### config.mk
export PLATFORM = sky130hd
export DESIGN_NAME = pam_top
export DESIGN_NICKNAME = d
export VERILOG_FILES = /design/src/pam_pkg.sv /design/src/pam_tick_gen.sv /design/src/pam_seq_div.sv /design/src/pam_top.sv
export SDC_FILE = /design/constraint.sdc
export NUM_CORES = 2
export LEC_CHECK = 0
export BUFFER_PORTS_ARGS = -buffer_cell sky130_fd_sc_hd__buf_2
export CORE_MARGIN = 3
export CORE_UTILIZATION = 60
export DETAILED_ROUTE_END_ITERATION = 10
export GPL_TIMING_DRIVEN = 0
export PLACE_DENSITY = 0.76
export SLEW_MARGIN = 20
export SYNTH_ARGS = -nofsm -noshare
export SYNTH_HDL_FRONTEND = slang
export SYNTH_SLANG_ARGS = --single-unit
### constraint.sdc
create_clock -name pclk -period 25.8 [get_ports pclk]
set_input_delay 1.29 -clock pclk [delete_from_list [all_inputs] [get_ports pclk]]
set_output_delay 1.29 -clock pclk [all_outputs]
set_load 0.02 [all_outputs]
### src/pam_pkg.sv
// constants, register map and state encoding of the period averaging unit
package pam_pkg;

    // ********************************
    // clock and timing
    // ********************************
    localparam int unsigned CLK_HZ = 10_000_000;
    localparam int unsigned CLK_PER_US = CLK_HZ / 1_000_000;
    localparam int unsigned TO_UNIT_US = 10_000;
    localparam int unsigned TO_TICK_CYCLES = CLK_PER_US * TO_UNIT_US;
    localparam int unsigned FREQ_SCALE = CLK_HZ / 1_000;

    // ********************************
    // input ranges, maximum frequency in kHz
    // ********************************
    localparam int unsigned RANGE1_KHZ = 8;
    localparam int unsigned RANGE2_KHZ = 20;
    localparam int unsigned RANGE3_KHZ = 50;
    localparam int unsigned RANGE4_KHZ = 200;
    // edges closer than half the shortest period are rejected
    localparam logic [15:0] GAP1_CYC = 16'(CLK_HZ / (2 * 1000 * RANGE1_KHZ));
    localparam logic [15:0] GAP2_CYC = 16'(CLK_HZ / (2 * 1000 * RANGE2_KHZ));
    localparam logic [15:0] GAP3_CYC = 16'(CLK_HZ / (2 * 1000 * RANGE3_KHZ));
    localparam logic [15:0] GAP4_CYC = 16'(CLK_HZ / (2 * 1000 * RANGE4_KHZ));

    // ********************************
    // result format: signed, 8 fraction bits
    // ********************************
    localparam int unsigned FRAC_BITS = 8;
    localparam int ERR_RAW = -99999;
    localparam logic [31:0] ERR_RESULT = 32'(ERR_RAW * (1 << FRAC_BITS));
    localparam int unsigned MULT_FRAC = 16;
    localparam int unsigned MEM_DEPTH = 16;

    // ********************************
    // register map, byte addresses
    // ********************************
    localparam logic [7:0] ADDR_CTRL = 8'h00;
    localparam logic [7:0] ADDR_CFG = 8'h04;
    localparam logic [7:0] ADDR_CYCLES = 8'h08;
    localparam logic [7:0] ADDR_TIMEOUT = 8'h0C;
    localparam logic [7:0] ADDR_MULT = 8'h10;
    localparam logic [7:0] ADDR_OFFSET = 8'h14;
    localparam logic [7:0] ADDR_DEST = 8'h18;
    localparam logic [7:0] ADDR_STATUS = 8'h1C;
    localparam logic [1:0] RESULT_PAGE = 2'h1;

    localparam int unsigned CTRL_START = 0;
    localparam int unsigned CFG_REPS_LSB = 0;
    localparam int unsigned CFG_RANGE_LSB = 8;
    localparam int unsigned CFG_OPT_BIT = 12;
    localparam int unsigned CFG_CHAN_LSB = 16;
    localparam int unsigned STAT_BUSY = 0;
    localparam int unsigned STAT_DONE = 1;
    localparam int unsigned STAT_TOERR = 2;

    localparam logic [31:0] CFG_RST = 32'h0000_0401;
    localparam logic [15:0] CYCLES_RST = 16'h0001;
    localparam logic [15:0] TIMEOUT_RST = 16'h0064;
    localparam logic [31:0] MULT_RST = 32'h0001_0000;
    localparam logic [31:0] OFFSET_RST = 32'h0000_0000;
    localparam logic [3:0] DEST_RST = 4'h0;

    typedef enum logic [2:0] {
        PAM_IDLE = 3'b000,
        PAM_WAIT_FIRST = 3'b001,
        PAM_COUNT = 3'b010,
        PAM_DIVIDE = 3'b011,
        PAM_SCALE = 3'b100
    } pam_state_t;

endpackage

### src/pam_tick_gen.sv
// divider making one-cycle enable pulses at the time-out unit
`timescale 1ns/1ns
module pam_tick_gen #(
    parameter int unsigned PERIOD = 100000
) (
    input wire logic pclk,
    input wire logic presetn,
    input wire logic clear,
    output logic tick
);
    localparam int unsigned CW = $clog2(PERIOD + 1);
    localparam logic [CW-1:0] LAST = CW'(PERIOD - 1);

    logic [CW-1:0] cnt_r;
    logic [CW-1:0] cnt_nxt;
    logic tick_nxt;

    always_comb begin
        tick_nxt = 1'b0;
        cnt_nxt = cnt_r + CW'(1);
        if (clear) begin
            cnt_nxt = '0;
        end else if (cnt_r == LAST) begin
            cnt_nxt = '0;
            tick_nxt = 1'b1;
        end
    end

    always_ff @(posedge pclk or negedge presetn) begin
        if (!presetn) begin
            cnt_r <= '0;
            tick <= 1'b0;
        end else begin
            cnt_r <= cnt_nxt;
            tick <= tick_nxt;
        end
    end
endmodule

### src/pam_seq_div.sv
// restoring divider, one quotient bit per clock
`timescale 1ns/1ns
module pam_seq_div #(
    parameter int unsigned NW = 48,
    parameter int unsigned DW = 32
) (
    input wire logic pclk,
    input wire logic presetn,
    input wire logic start,
    input wire logic [NW-1:0] dividend,
    input wire logic [DW-1:0] divisor,
    output logic done,
    output logic [NW-1:0] quotient
);
    localparam int unsigned KW = $clog2(NW + 1);

    logic [DW:0] rem_r;
    logic [DW:0] rem_nxt;
    logic [NW-1:0] quo_nxt;
    logic [DW-1:0] dvs_r;
    logic [DW-1:0] dvs_nxt;
    logic [KW-1:0] cnt_r;
    logic [KW-1:0] cnt_nxt;
    logic done_nxt;
    logic [DW:0] trial;

    always_comb begin
        rem_nxt = rem_r;
        quo_nxt = quotient;
        dvs_nxt = dvs_r;
        cnt_nxt = cnt_r;
        done_nxt = 1'b0;
        trial = {rem_r[DW-1:0], quotient[NW-1]};
        if (start) begin
            rem_nxt = '0;
            quo_nxt = dividend;
            dvs_nxt = divisor;
            cnt_nxt = KW'(NW);
        end else if (cnt_r != '0) begin
            cnt_nxt = cnt_r - KW'(1);
            done_nxt = (cnt_r == KW'(1));
            if (trial >= {1'b0, dvs_r}) begin
                rem_nxt = trial - {1'b0, dvs_r};
                quo_nxt = {quotient[NW-2:0], 1'b1};
            end else begin
                rem_nxt = trial;
                quo_nxt = {quotient[NW-2:0], 1'b0};
            end
        end
    end

    always_ff @(posedge pclk or negedge presetn) begin
        if (!presetn) begin
            rem_r <= '0;
            quotient <= '0;
            dvs_r <= '0;
            cnt_r <= '0;
            done <= 1'b0;
        end else begin
            rem_r <= rem_nxt;
            quotient <= quo_nxt;
            dvs_r <= dvs_nxt;
            cnt_r <= cnt_nxt;
            done <= done_nxt;
        end
    end
endmodule

### src/pam_top.sv
// period averaging measurement unit with an APB register slave
//
// Behaviour
// - option 0 reports average period over the programmed cycles, in microseconds
// - option 1 reports frequency in kHz; range code selects input range
// - range codes 1..4 accept up to 8, 20, 50, 200 kHz
// - time-out value counts units of 0.01 second
// - each repetition waits at most the time-out, restarted per repetition
// - time-out expiry stores -99999 at the destination instead of a result
// - measurement ends as soon as the cycle count is reached
`timescale 1ns/1ns
module pam_top
    import pam_pkg::*;
#(
    parameter int unsigned TICK_CYCLES = pam_pkg::TO_TICK_CYCLES
) (
    input wire logic pclk,
    input wire logic presetn,
    input wire logic psel,
    input wire logic penable,
    input wire logic pwrite,
    input wire logic [7:0] paddr,
    input wire logic [31:0] pwdata,
    output logic [31:0] prdata,
    output logic pready,
    output logic pslverr,
    input wire logic [15:0] sense_in,
    output logic meas_busy
);
    import pam_pkg::*;

    // ********************************
    // registers and state
    // ********************************
    logic [31:0] cfg_r, cfg_nxt, mult_r, mult_nxt, offs_r, offs_nxt;
    logic [15:0] cyc_r, cyc_nxt, to_r, to_nxt;
    logic [3:0] dest_r, dest_nxt;
    logic done_r, done_nxt, toerr_r, toerr_nxt;
    logic [31:0] prdata_nxt;
    logic pready_nxt, pslverr_nxt;
    logic [31:0] mem [MEM_DEPTH];
    pam_state_t state_r, state_nxt;
    logic [7:0] rep_r, rep_nxt;
    logic [15:0] edge_r, edge_nxt, gap_r, gap_nxt, to_cnt_r, to_cnt_nxt;
    logic [31:0] per_r, per_nxt;
    logic prev_r, busy_nxt;
    logic mem_we;
    logic [3:0] mem_wa;
    logic [31:0] mem_wd;
    logic tick, tick_clear, div_start, div_done;
    logic [47:0] div_num, quo;
    logic [31:0] div_den, elapsed, scaled;
    logic [64:0] prod;
    logic fin, begin_rep, wr_en, start, rise, edge_ok, expired, bad_addr;
    logic [15:0] min_gap, target;
    logic [7:0] reps_eff;
    logic [2:0] range;
    logic opt_freq, sel_in;

    assign range = cfg_r[CFG_RANGE_LSB +: 3];
    assign opt_freq = cfg_r[CFG_OPT_BIT];
    assign sel_in = sense_in[cfg_r[CFG_CHAN_LSB +: 4]];
    assign target = (cyc_r == 16'h0000) ? 16'h0001 : cyc_r;
    assign reps_eff = (cfg_r[CFG_REPS_LSB +: 8] == 8'h00) ? 8'h01 : cfg_r[CFG_REPS_LSB +: 8];
    assign elapsed = per_r + 32'h0000_0001;

    pam_tick_gen #(.PERIOD(TICK_CYCLES)) u_tick (
        .pclk(pclk),
        .presetn(presetn),
        .clear(tick_clear),
        .tick(tick)
    );

    pam_seq_div #(.NW(48), .DW(32)) u_div (
        .pclk(pclk),
        .presetn(presetn),
        .start(div_start),
        .dividend(div_num),
        .divisor(div_den),
        .done(div_done),
        .quotient(quo)
    );

    // ********************************
    // input edge acceptance
    // ********************************
    // range sets minimum spacing
    always_comb begin
        unique case (range)
            3'h1: min_gap = GAP1_CYC;
            3'h2: min_gap = GAP2_CYC;
            3'h3: min_gap = GAP3_CYC;
            default: min_gap = GAP4_CYC;
        endcase
    end
    assign rise = sel_in & ~prev_r;
    assign edge_ok = rise & (gap_r >= min_gap);
    assign expired = (to_cnt_r >= to_r);

    // ********************************
    // result arithmetic
    // ********************************
    // period: clocks*256 / (clocks per us * cycles)
    always_comb begin
        if (opt_freq) begin
            div_num = 48'(target) * 48'(FREQ_SCALE) * 48'(1 << FRAC_BITS);
            div_den = elapsed;
        end else begin
            div_num = {8'h00, elapsed, 8'h00};
            div_den = 32'(target) * 32'(CLK_PER_US);
        end
    end
    assign prod = $signed({1'b0, quo[31:0]}) * $signed(mult_r);
    assign scaled = prod[MULT_FRAC +: 32] + offs_r;

    // ********************************
    // measurement sequencer
    // ********************************
    always_comb begin
        state_nxt = state_r;
        rep_nxt = rep_r;
        edge_nxt = edge_r;
        per_nxt = per_r;
        to_cnt_nxt = to_cnt_r;
        gap_nxt = (gap_r == 16'hFFFF) ? gap_r : gap_r + 16'h0001;
        mem_we = 1'b0;
        mem_wa = dest_r + rep_r[3:0];
        mem_wd = 32'h0000_0000;
        div_start = 1'b0;
        tick_clear = 1'b0;
        fin = 1'b0;
        begin_rep = 1'b0;
        if (edge_ok) begin
            gap_nxt = 16'h0000;
        end
        if (tick) begin
            to_cnt_nxt = to_cnt_r + 16'h0001;
        end
        unique case (state_r)
            PAM_IDLE: begin
                if (start) begin
                    rep_nxt = 8'h00;
                    begin_rep = 1'b1;
                end
            end
            PAM_WAIT_FIRST: begin
                if (expired) begin
                    mem_we = 1'b1;
                    mem_wd = ERR_RESULT;
                    fin = 1'b1;
                end else if (edge_ok) begin
                    per_nxt = 32'h0000_0000;
                    state_nxt = PAM_COUNT;
                end
            end
            PAM_COUNT: begin
                per_nxt = per_r + 32'h0000_0001;
                // finish on last cycle, not on time-out
                if (edge_ok && (edge_r + 16'h0001 == target)) begin
                    div_start = 1'b1;
                    state_nxt = PAM_DIVIDE;
                end else if (expired) begin
                    mem_we = 1'b1;
                    mem_wd = ERR_RESULT;
                    fin = 1'b1;
                end else if (edge_ok) begin
                    edge_nxt = edge_r + 16'h0001;
                end
            end
            PAM_DIVIDE: begin
                per_nxt = per_r;
                if (div_done) begin
                    state_nxt = PAM_SCALE;
                end
            end
            PAM_SCALE: begin
                mem_we = 1'b1;
                mem_wd = scaled;
                fin = 1'b1;
            end
            default: begin
                state_nxt = PAM_IDLE;
            end
        endcase
        if (fin) begin
            if (rep_r + 8'h01 >= reps_eff) begin
                state_nxt = PAM_IDLE;
            end else begin
                rep_nxt = rep_r + 8'h01;
                begin_rep = 1'b1;
            end
        end
        if (begin_rep) begin
            state_nxt = PAM_WAIT_FIRST;
            to_cnt_nxt = 16'h0000;
            tick_clear = 1'b1;
            gap_nxt = 16'hFFFF;
            edge_nxt = 16'h0000;
            per_nxt = 32'h0000_0000;
        end
        busy_nxt = (state_nxt != PAM_IDLE);
    end

    always_ff @(posedge pclk or negedge presetn) begin
        if (!presetn) begin
            state_r <= PAM_IDLE;
            rep_r <= 8'h00;
            edge_r <= 16'h0000;
            per_r <= 32'h0000_0000;
            to_cnt_r <= 16'h0000;
            gap_r <= 16'hFFFF;
            prev_r <= 1'b0;
            meas_busy <= 1'b0;
        end else begin
            state_r <= state_nxt;
            rep_r <= rep_nxt;
            edge_r <= edge_nxt;
            per_r <= per_nxt;
            to_cnt_r <= to_cnt_nxt;
            gap_r <= gap_nxt;
            prev_r <= sel_in;
            meas_busy <= busy_nxt;
        end
    end

    // results keep no reset: software reads only what a run wrote
    always_ff @(posedge pclk) begin
        if (mem_we) begin
            mem[mem_wa] <= mem_wd;
        end
    end

    // ********************************
    // APB slave, zero wait states
    // ********************************
    assign bad_addr = (paddr[1:0] != 2'h0) ||
                      ((paddr[7:6] != RESULT_PAGE) && (paddr > ADDR_STATUS));
    assign wr_en = psel & penable & pready & pwrite & ~pslverr;
    assign start = wr_en && (paddr == ADDR_CTRL) && pwdata[CTRL_START] && (state_r == PAM_IDLE);

    always_comb begin
        cfg_nxt = cfg_r;
        cyc_nxt = cyc_r;
        to_nxt = to_r;
        mult_nxt = mult_r;
        offs_nxt = offs_r;
        dest_nxt = dest_r;
        done_nxt = done_r;
        toerr_nxt = toerr_r;
        if (wr_en) begin
            unique case (paddr)
                ADDR_CFG: cfg_nxt = pwdata & 32'h000F_17FF;
                ADDR_CYCLES: cyc_nxt = pwdata[15:0];
                ADDR_TIMEOUT: to_nxt = pwdata[15:0];
                ADDR_MULT: mult_nxt = pwdata;
                ADDR_OFFSET: offs_nxt = pwdata;
                ADDR_DEST: dest_nxt = pwdata[3:0];
                ADDR_STATUS: begin
                    done_nxt = done_r & ~pwdata[STAT_DONE];
                    toerr_nxt = toerr_r & ~pwdata[STAT_TOERR];
                end
                default: begin
                end
            endcase
        end
        // hardware set wins over a clear in the same cycle
        if (fin && (state_nxt == PAM_IDLE)) begin
            done_nxt = 1'b1;
        end
        if (fin && (state_r != PAM_SCALE)) begin
            toerr_nxt = 1'b1;
        end
        pready_nxt = psel & ~penable;
        pslverr_nxt = psel & ~penable & bad_addr;
        prdata_nxt = 32'h0000_0000;
        if (psel && !penable && !bad_addr && !pwrite) begin
            if (paddr[7:6] == RESULT_PAGE) begin
                prdata_nxt = mem[paddr[5:2]];
            end else begin
                unique case (paddr)
                    ADDR_CFG: prdata_nxt = cfg_r;
                    ADDR_CYCLES: prdata_nxt = {16'h0000, cyc_r};
                    ADDR_TIMEOUT: prdata_nxt = {16'h0000, to_r};
                    ADDR_MULT: prdata_nxt = mult_r;
                    ADDR_OFFSET: prdata_nxt = offs_r;
                    ADDR_DEST: prdata_nxt = {28'h0000000, dest_r};
                    ADDR_STATUS: prdata_nxt = {29'h0000000, toerr_r, done_r, meas_busy};
                    default: prdata_nxt = 32'h0000_0000;
                endcase
            end
        end
    end

    always_ff @(posedge pclk or negedge presetn) begin
        if (!presetn) begin
            cfg_r <= CFG_RST;
            cyc_r <= CYCLES_RST;
            to_r <= TIMEOUT_RST;
            mult_r <= MULT_RST;
            offs_r <= OFFSET_RST;
            dest_r <= DEST_RST;
            done_r <= 1'b0;
            toerr_r <= 1'b0;
            prdata <= 32'h0000_0000;
            pready <= 1'b0;
            pslverr <= 1'b0;
        end else begin
            cfg_r <= cfg_nxt;
            cyc_r <= cyc_nxt;
            to_r <= to_nxt;
            mult_r <= mult_nxt;
            offs_r <= offs_nxt;
            dest_r <= dest_nxt;
            done_r <= done_nxt;
            toerr_r <= toerr_nxt;
            prdata <= prdata_nxt;
            pready <= pready_nxt;
            pslverr <= pslverr_nxt;
        end
    end
endmodule

# After elaboration in Yosys (flattened, before gate mapping)
# Memories as Yosys holds them, arrays and structs flattened.
# Cells that the tools add are included.
dict set report word_totals {
  regBits 382
  latchBits 0
  ram_bits 512
  romBits 0
  input_bits 61
  elab_cells 200
  memories 1
}
# memory depth width read_ports rd_ports_with_merged_regs write_ports line_no
set memory_table {}
lappend memory_table {mem 16 32 1 0 1 pam_top.sv:41} ;# logic [31:0] mem [MEM_DEPTH];
dict set report op_classes {
  addsub 10
  multipliers 3
  div_mod_pow 0
  magnitude_cmp 6
  eq_ne 26
  n_shift 0
  muxes 71
  bitwise 15
  n_reduce_logical 42
}
# cell count
set op_table {}
lappend op_table {{2-to-1 mux 32 bit} 11}
lappend op_table {{one-hot mux 32 bit (7 select lines)} 1}
lappend op_table {{2-to-1 mux 16 bit} 11}
lappend op_table {{2-to-1 mux 48 bit} 2}
lappend op_table {{one-hot mux 32 bit (3 select lines)} 1}
lappend op_table {{one-hot mux 32 bit (2 select lines)} 1}
lappend op_table {{adder 16 x 1 -> 16 bit, second input constant} 3}
lappend op_table {{multiplier 33 x 32 -> 48 bit} 1}
lappend op_table {{2-to-1 mux 40 bit} 1}
lappend op_table {{2-to-1 mux 8 bit} 5}
lappend op_table {{2-to-1 mux 17 bit} 2}
lappend op_table {{greater-or-equal comparator 33 x 32 -> 1 bit} 1}
lappend op_table {{adder 32 x 1 -> 32 bit, second input constant} 1}
lappend op_table {{adder 32 bit} 1}
lappend op_table {{== test 8 x 5 -> 1 bit, second input constant} 4}
lappend op_table {{greater-or-equal comparator 16 bit} 2}
lappend op_table {{subtractor 32 bit} 1}
lappend op_table {{one-hot mux 10 bit (3 select lines)} 1}
lappend op_table {{multiplier 16 x 10 -> 26 bit, second input constant} 1}
lappend op_table {{2-to-1 mux 1 bit} 23}
lappend op_table {{2-to-1 mux 3 bit} 7}
lappend op_table {{multiplier 16 x 3 -> 19 bit, second input constant} 1}
lappend op_table {{nonzero test 2 bit} 9}
lappend op_table {{adder 17 x 1 -> 17 bit, second input constant} 1}
lappend op_table {{37 further kinds} 81}

# Depth between registers and ports, before layout
dict set report depth {
  ltp_word 16
  ltp_mapped 40
  mapped_depth_nobuf 38
}

# Cells and area by module
# From an unflattened synthesis, not the netlist that was laid out.
dict set report hier_totals {
  hier_cells 6672
  hier_area_um2 73026.3
}
# module instances cells_per_inst area_each_um2 seq_area_each_um2
set modules_own_cells {}
lappend modules_own_cells {pam_top 1 5742 64715.8 21534.4}
lappend modules_own_cells {pam_seq_div 1 844 7405.9 2977.9}
lappend modules_own_cells {pam_tick_gen 1 86 904.6 450.4}

# Least setup slack after synthesis
# OpenSTA, ideal clock, no wires.
dict set report synth_path {
  kind {register -> register}
  start {reg mult_r[5]}
  end {mem mem[0][31] (data pin)}
  setup_ns 0.330
  arrival_time_ns 9.452
  required_ns 25.470
  setup_slack_ns 16.018
  stages_incl_launch_ff 34
  path_buffers 2
  path_cell_list {dfrtp_1 clkbuf_1 and2_1 fa_1 fa_1 fa_1 inv_1 fa_1 inv_1 fa_1 fa_1 fa_1 fa_1 ha_1 a2111oi_0 o21a_1 nor2_1 o21ai_0 a21boi_0 a211oi_1 o21ai_0 xor2_1 ha_1 clkbuf_1 and2_1 a41o_1 a21o_1 a21o_1 a221oi_1 a21boi_0 a31o_2 xnor2_1 xnor2_1 o21ai_0}
}
dict set report synth_between {
  elab_chain_len 3
}
# element line_no
set synth_rtl {}
lappend synth_rtl {{start, declared} pam_top.sv:35} ;# logic [31:0] cfg_r, cfg_nxt, mult_r, mult_nxt, offs_r, offs_nxt;
lappend synth_rtl {{start signal, assigned} pam_top.sv:311} ;# mult_r <= mult_nxt;
lappend synth_rtl {{multiplier 33 x 32 -> 48 bit} pam_top.sv:113} ;# assign prod = $signed({1'b0, quo[31:0]}) * $signed(mult_r);
lappend synth_rtl {{adder 32 bit} pam_top.sv:114} ;# assign scaled = prod[MULT_FRAC +: 32] + offs_r;
lappend synth_rtl {{one-hot mux 32 bit (3 select lines)} pam_top.sv:139} ;# unique case (state_r)
lappend synth_rtl {{via mem_wd[31]} pam_top.sv:49} ;# logic [31:0] mem_wd;
lappend synth_rtl {{end, declared} pam_top.sv:41}
# The timed path passes the listed nets, and every way through them passes these cells.

# Final worst setup path
dict set report layout_path {
  start {reg mult_r[3]}
  end {mem mem[0][30] (data pin)}
}
# The elaborated chain is that of the path after synthesis.

==> results.cfg <==
[status]
status = finished, final reports clean

[clock_tree]
cts_resized = 0
clock_latency_ns = 0.78
cts.sinks = 894
cts_tree = built
cts-buffers-inserted = 92
root_buffer = clkbuf_16
hold_buffers = 0
post_cts_buffers = 0
ctsLongestPathBuffers = 3
htreeDepth = 3
path_clk_slew_ns = 0.07

[critical_path]
r2r_end = mem[0][30]
regToRegSetupSlack_ns = 12.62
worstSetupStartpoint = mult_r[3]
worst_r2r_path_depth = 36
endpoint = mem[0][30]
cp_max_fo = 16
cp_slowest_stage_delay_ns = 0.86
timing.rr.start = mult_r[3]
start_kind = flip-flop
path_class = reg2reg
cpMaxStageDelayCell = dfrtp_1
arrival_ns = 13.60
cp.required_ns = 26.22
crit_top_cell = fa_1
endpoint_kind = flip-flop

[floorplan]
die_height_um = 355
std_cell_rows = 127
initial_utilization_pct = 60.6
io_pins = 96
fp.dieW_um = 355
core-area_mm2 = 0.120
dieArea_mm2 = 0.126

[routing]
top_layer = met5
wl_per_cell_um = 27.6
wirelength_mm = 236
drc = 0
drt-met1-wl_mm = 86.1
via_per_inst = 6.30
antenna_left = 0
wl_met3_mm = 30.8
vias = 54000
dr_wl_met2_mm = 104
drtIter0Drc = 6998
dr.pass1.iters = 10

[place]
globalplace.congestion = 1.03
placed_cells = 8383
dp_hpwl_mm = 180
portBuffers = 92
place_ws_ns = 13.04

[power_and_ir_drop]
pwr-share-clk_pct = 44.0
combPwrFrac_pct = 8.8
peakVddDrop_mv = 0.0783
power.share.sequential_pct = 47.2
p_int_mw = 2.43
p_leak_nw = 35.9
p_per_area_mw_per_mm2 = 41.0
swShare_pct = 25.5
power_switching_uw = 830

[sta]
grt_setup_unrepaired = false
fin_ws_ns = 12.62
fin_crit_sh_pct = 51.1
fmax_mhz = 75.9
drv_slew = 0
final-setup-viol-count = 0
finClkSkew_ns = 0.0774
slew_headroom_pct = 14.1
worst_slew_pin_slew_ns = 1.29
setup_tns_ns = 0
hold_violations = 0
post-route-min-period_ns = 13.18

[global_route]
grt_overflow = 0
grt_max_degree = 98
grt_pass1_wl_mm = 354
first_global_vias = 54800
grtUsageTotal_pct = 38.3
antenna_found_initial = 14

[hold_path]
hp-class = in2async

[yosys]
yosysWarnings = 0
yosysUniqueCellTypes = 87
yosys-top-cells-area = fa_1 22%, edfxtp_1 21%, dfrtp_1 12%, ha_1 7.1%, mux4_2 5.1%
synth_fp_nets = 7924
ys_seq_area_share_pct = 34.2
synth_cells = 6634
synth-main-ff-cell = edfxtp_1
synth_top_area_share_pct = 22.5
ys_ff_latch = 894
synth_area_mm2 = 0.0729
avgSynthCellArea_um2 = 11.0
synth-edff-count = 512
synth_top_area_cell = fa_1
async_flop_share_pct = 42.7

[layout]
final_cells = 8566
final_cell_mix = 981 x inv_1, 818 x fa_1, 695 x nand2_1, 512 x edfxtp_1, 488 x and2_1
synthToLayoutAreaGrowth_pct = 8.93
nets = 8160
layout-drive-gt1-share_pct = 9.50
fill_cells = 9107
final_common_cell = inv_1

[job]
drv_cap = 0
-- per-stage QoR --
step,util [%],hold WS (ns),power [mW],cell area (um^2)
5_1_grt,66.0,0.389,3.35,79400
2_1_floorplan,-,0.445,1.74,72900
6_report,66.1,0.388,3.26,79500
4_1_cts,66.0,0.364,3.26,79400
3_3_place_gp,62.7,0.462,1.83,75400
3_5_place_dp,63.3,0.472,1.84,76100
-- final cells by class --
class / instances / area (um^2) / area share (%)
Antenna cell: 7 / 17.5 / 0.0220
Buffer: 353 / 1370 / 1.73
Clock buffer: 110 / 2430 / 3.06
Clock inverter: 61 / 798 / 1.00
Inverter: 983 / 3690 / 4.64
Multi-Input combinational cell: 4404 / 43000 / 54.2
Sequential cell: 894 / 25000 / 31.4
Tap cell: 1612 / 2020 / 2.54
Timing Repair Buffer: 142 / 1130 / 1.42
-- flip-flops by register name, indices dropped and copies added (netlist names), 6 cells and up --
name / count
to_cnt_r: 16
u_div.dvs_r: 32
edge_r: 16
mem: 512
mult_r: 32
per_r: 32
gap_r: 16
cyc_r: 16
rep_r: 8
u_tick.cnt_r: 17
prdata: 32
u_div.rem_r: 32
offs_r: 32
u_div.quotient: 48
to_r: 16
u_div.cnt_r: 6
cfg_r: 16
-- power by group through the flow --
stage / sequential, mW / combinational, mW / clock (mW)
2_1_floorplan: 1.56 / 0.178 / 0
3_3_place_gp: 1.57 / 0.264 / 0
3_5_place_dp: 1.57 / 0.273 / 0
4_1_cts: 1.54 / 0.278 / 1.44
5_1_grt: 1.54 / 0.310 / 1.50
6_report: 1.54 / 0.286 / 1.44
-- cell usage after synthesis, types with 18 or more instances --
cell / count
nand2b_1: 40
o21ai_0: 223
nor2b_1: 24
nor2_1: 292
edfxtp_1: 512
mux4_2: 165
clkbuf_1: 301
a221oi_1: 20
nor3_1: 74
inv_1: 981
a21oi_1: 202
and2_1: 488
o211ai_1: 28
a21o_1: 56
nand3_1: 72
a22oi_1: 30
xnor2_1: 149
dfrtp_1: 359
buf_1: 31
mux2_2: 83
xor2_1: 103
nand2_1: 695
a211oi_1: 29
nand4_1: 28
dfstp_2: 23
a222oi_1: 19
mux2i_1: 63
ha_1: 411
and3_1: 47
buf_2: 18
or3_1: 18
o21a_1: 23
fa_1: 818
-- logic make-up (layout without fill, tap and decap cells) --
kind of cell | after synthesis | after routing | share of synthesized area (%)
XOR/XNOR | 256 | 256 | 3.15
flip-flops | 894 | 894 | 34.2
buffers and inverters | 1336 | 1649 | 6.92
adder cells (fa/ha/maj) | 1229 | 1229 | 29.5
AO/OA/AOI/OAI | 743 | 743 | 6.39
multiplexers | 311 | 311 | 7.24
AND/OR/NAND/NOR | 1865 | 1865 | 12.6
other | 0 | 7 | 0
-- how the worst min path moves through the flow --
stage / from / endpoint / slack, ns / cells past startpoint
2_1_floorplan: toerr_r / toerr_r / 0.45 / 2
3_3_place_gp: toerr_r / toerr_r / 0.46 / 2
3_5_place_dp: done_r / done_r / 0.47 / 2
4_1_cts: presetn / u_div.rem_r[16] / 0.36 / 1
5_1_grt: presetn / u_div.rem_r[21] / 0.39 / 1
6_report: presetn / u_div.rem_r[16] / 0.39 / 1
-- critical path: cells and delay by family (launching register included) --
family / cells / cell delay [ns]
buf+inv: 6 / 1.13
simple gates: 3 / 0.50
compound gates: 15 / 5.59
flops: 1 / 0.86
xor+xnor: 2 / 0.37
fa+ha+maj: 10 / 4.37
-- layer usage --
layer / track usage, % / up-vias
met5: 0.731 / -
met2: 57.9 / 3814
met3: 11.0 / 810
met1: 50.8 / 27000
met4: 19.9 / 2
li1: - / 22300
Note: power is estimated with default switching activity, not from simulation.
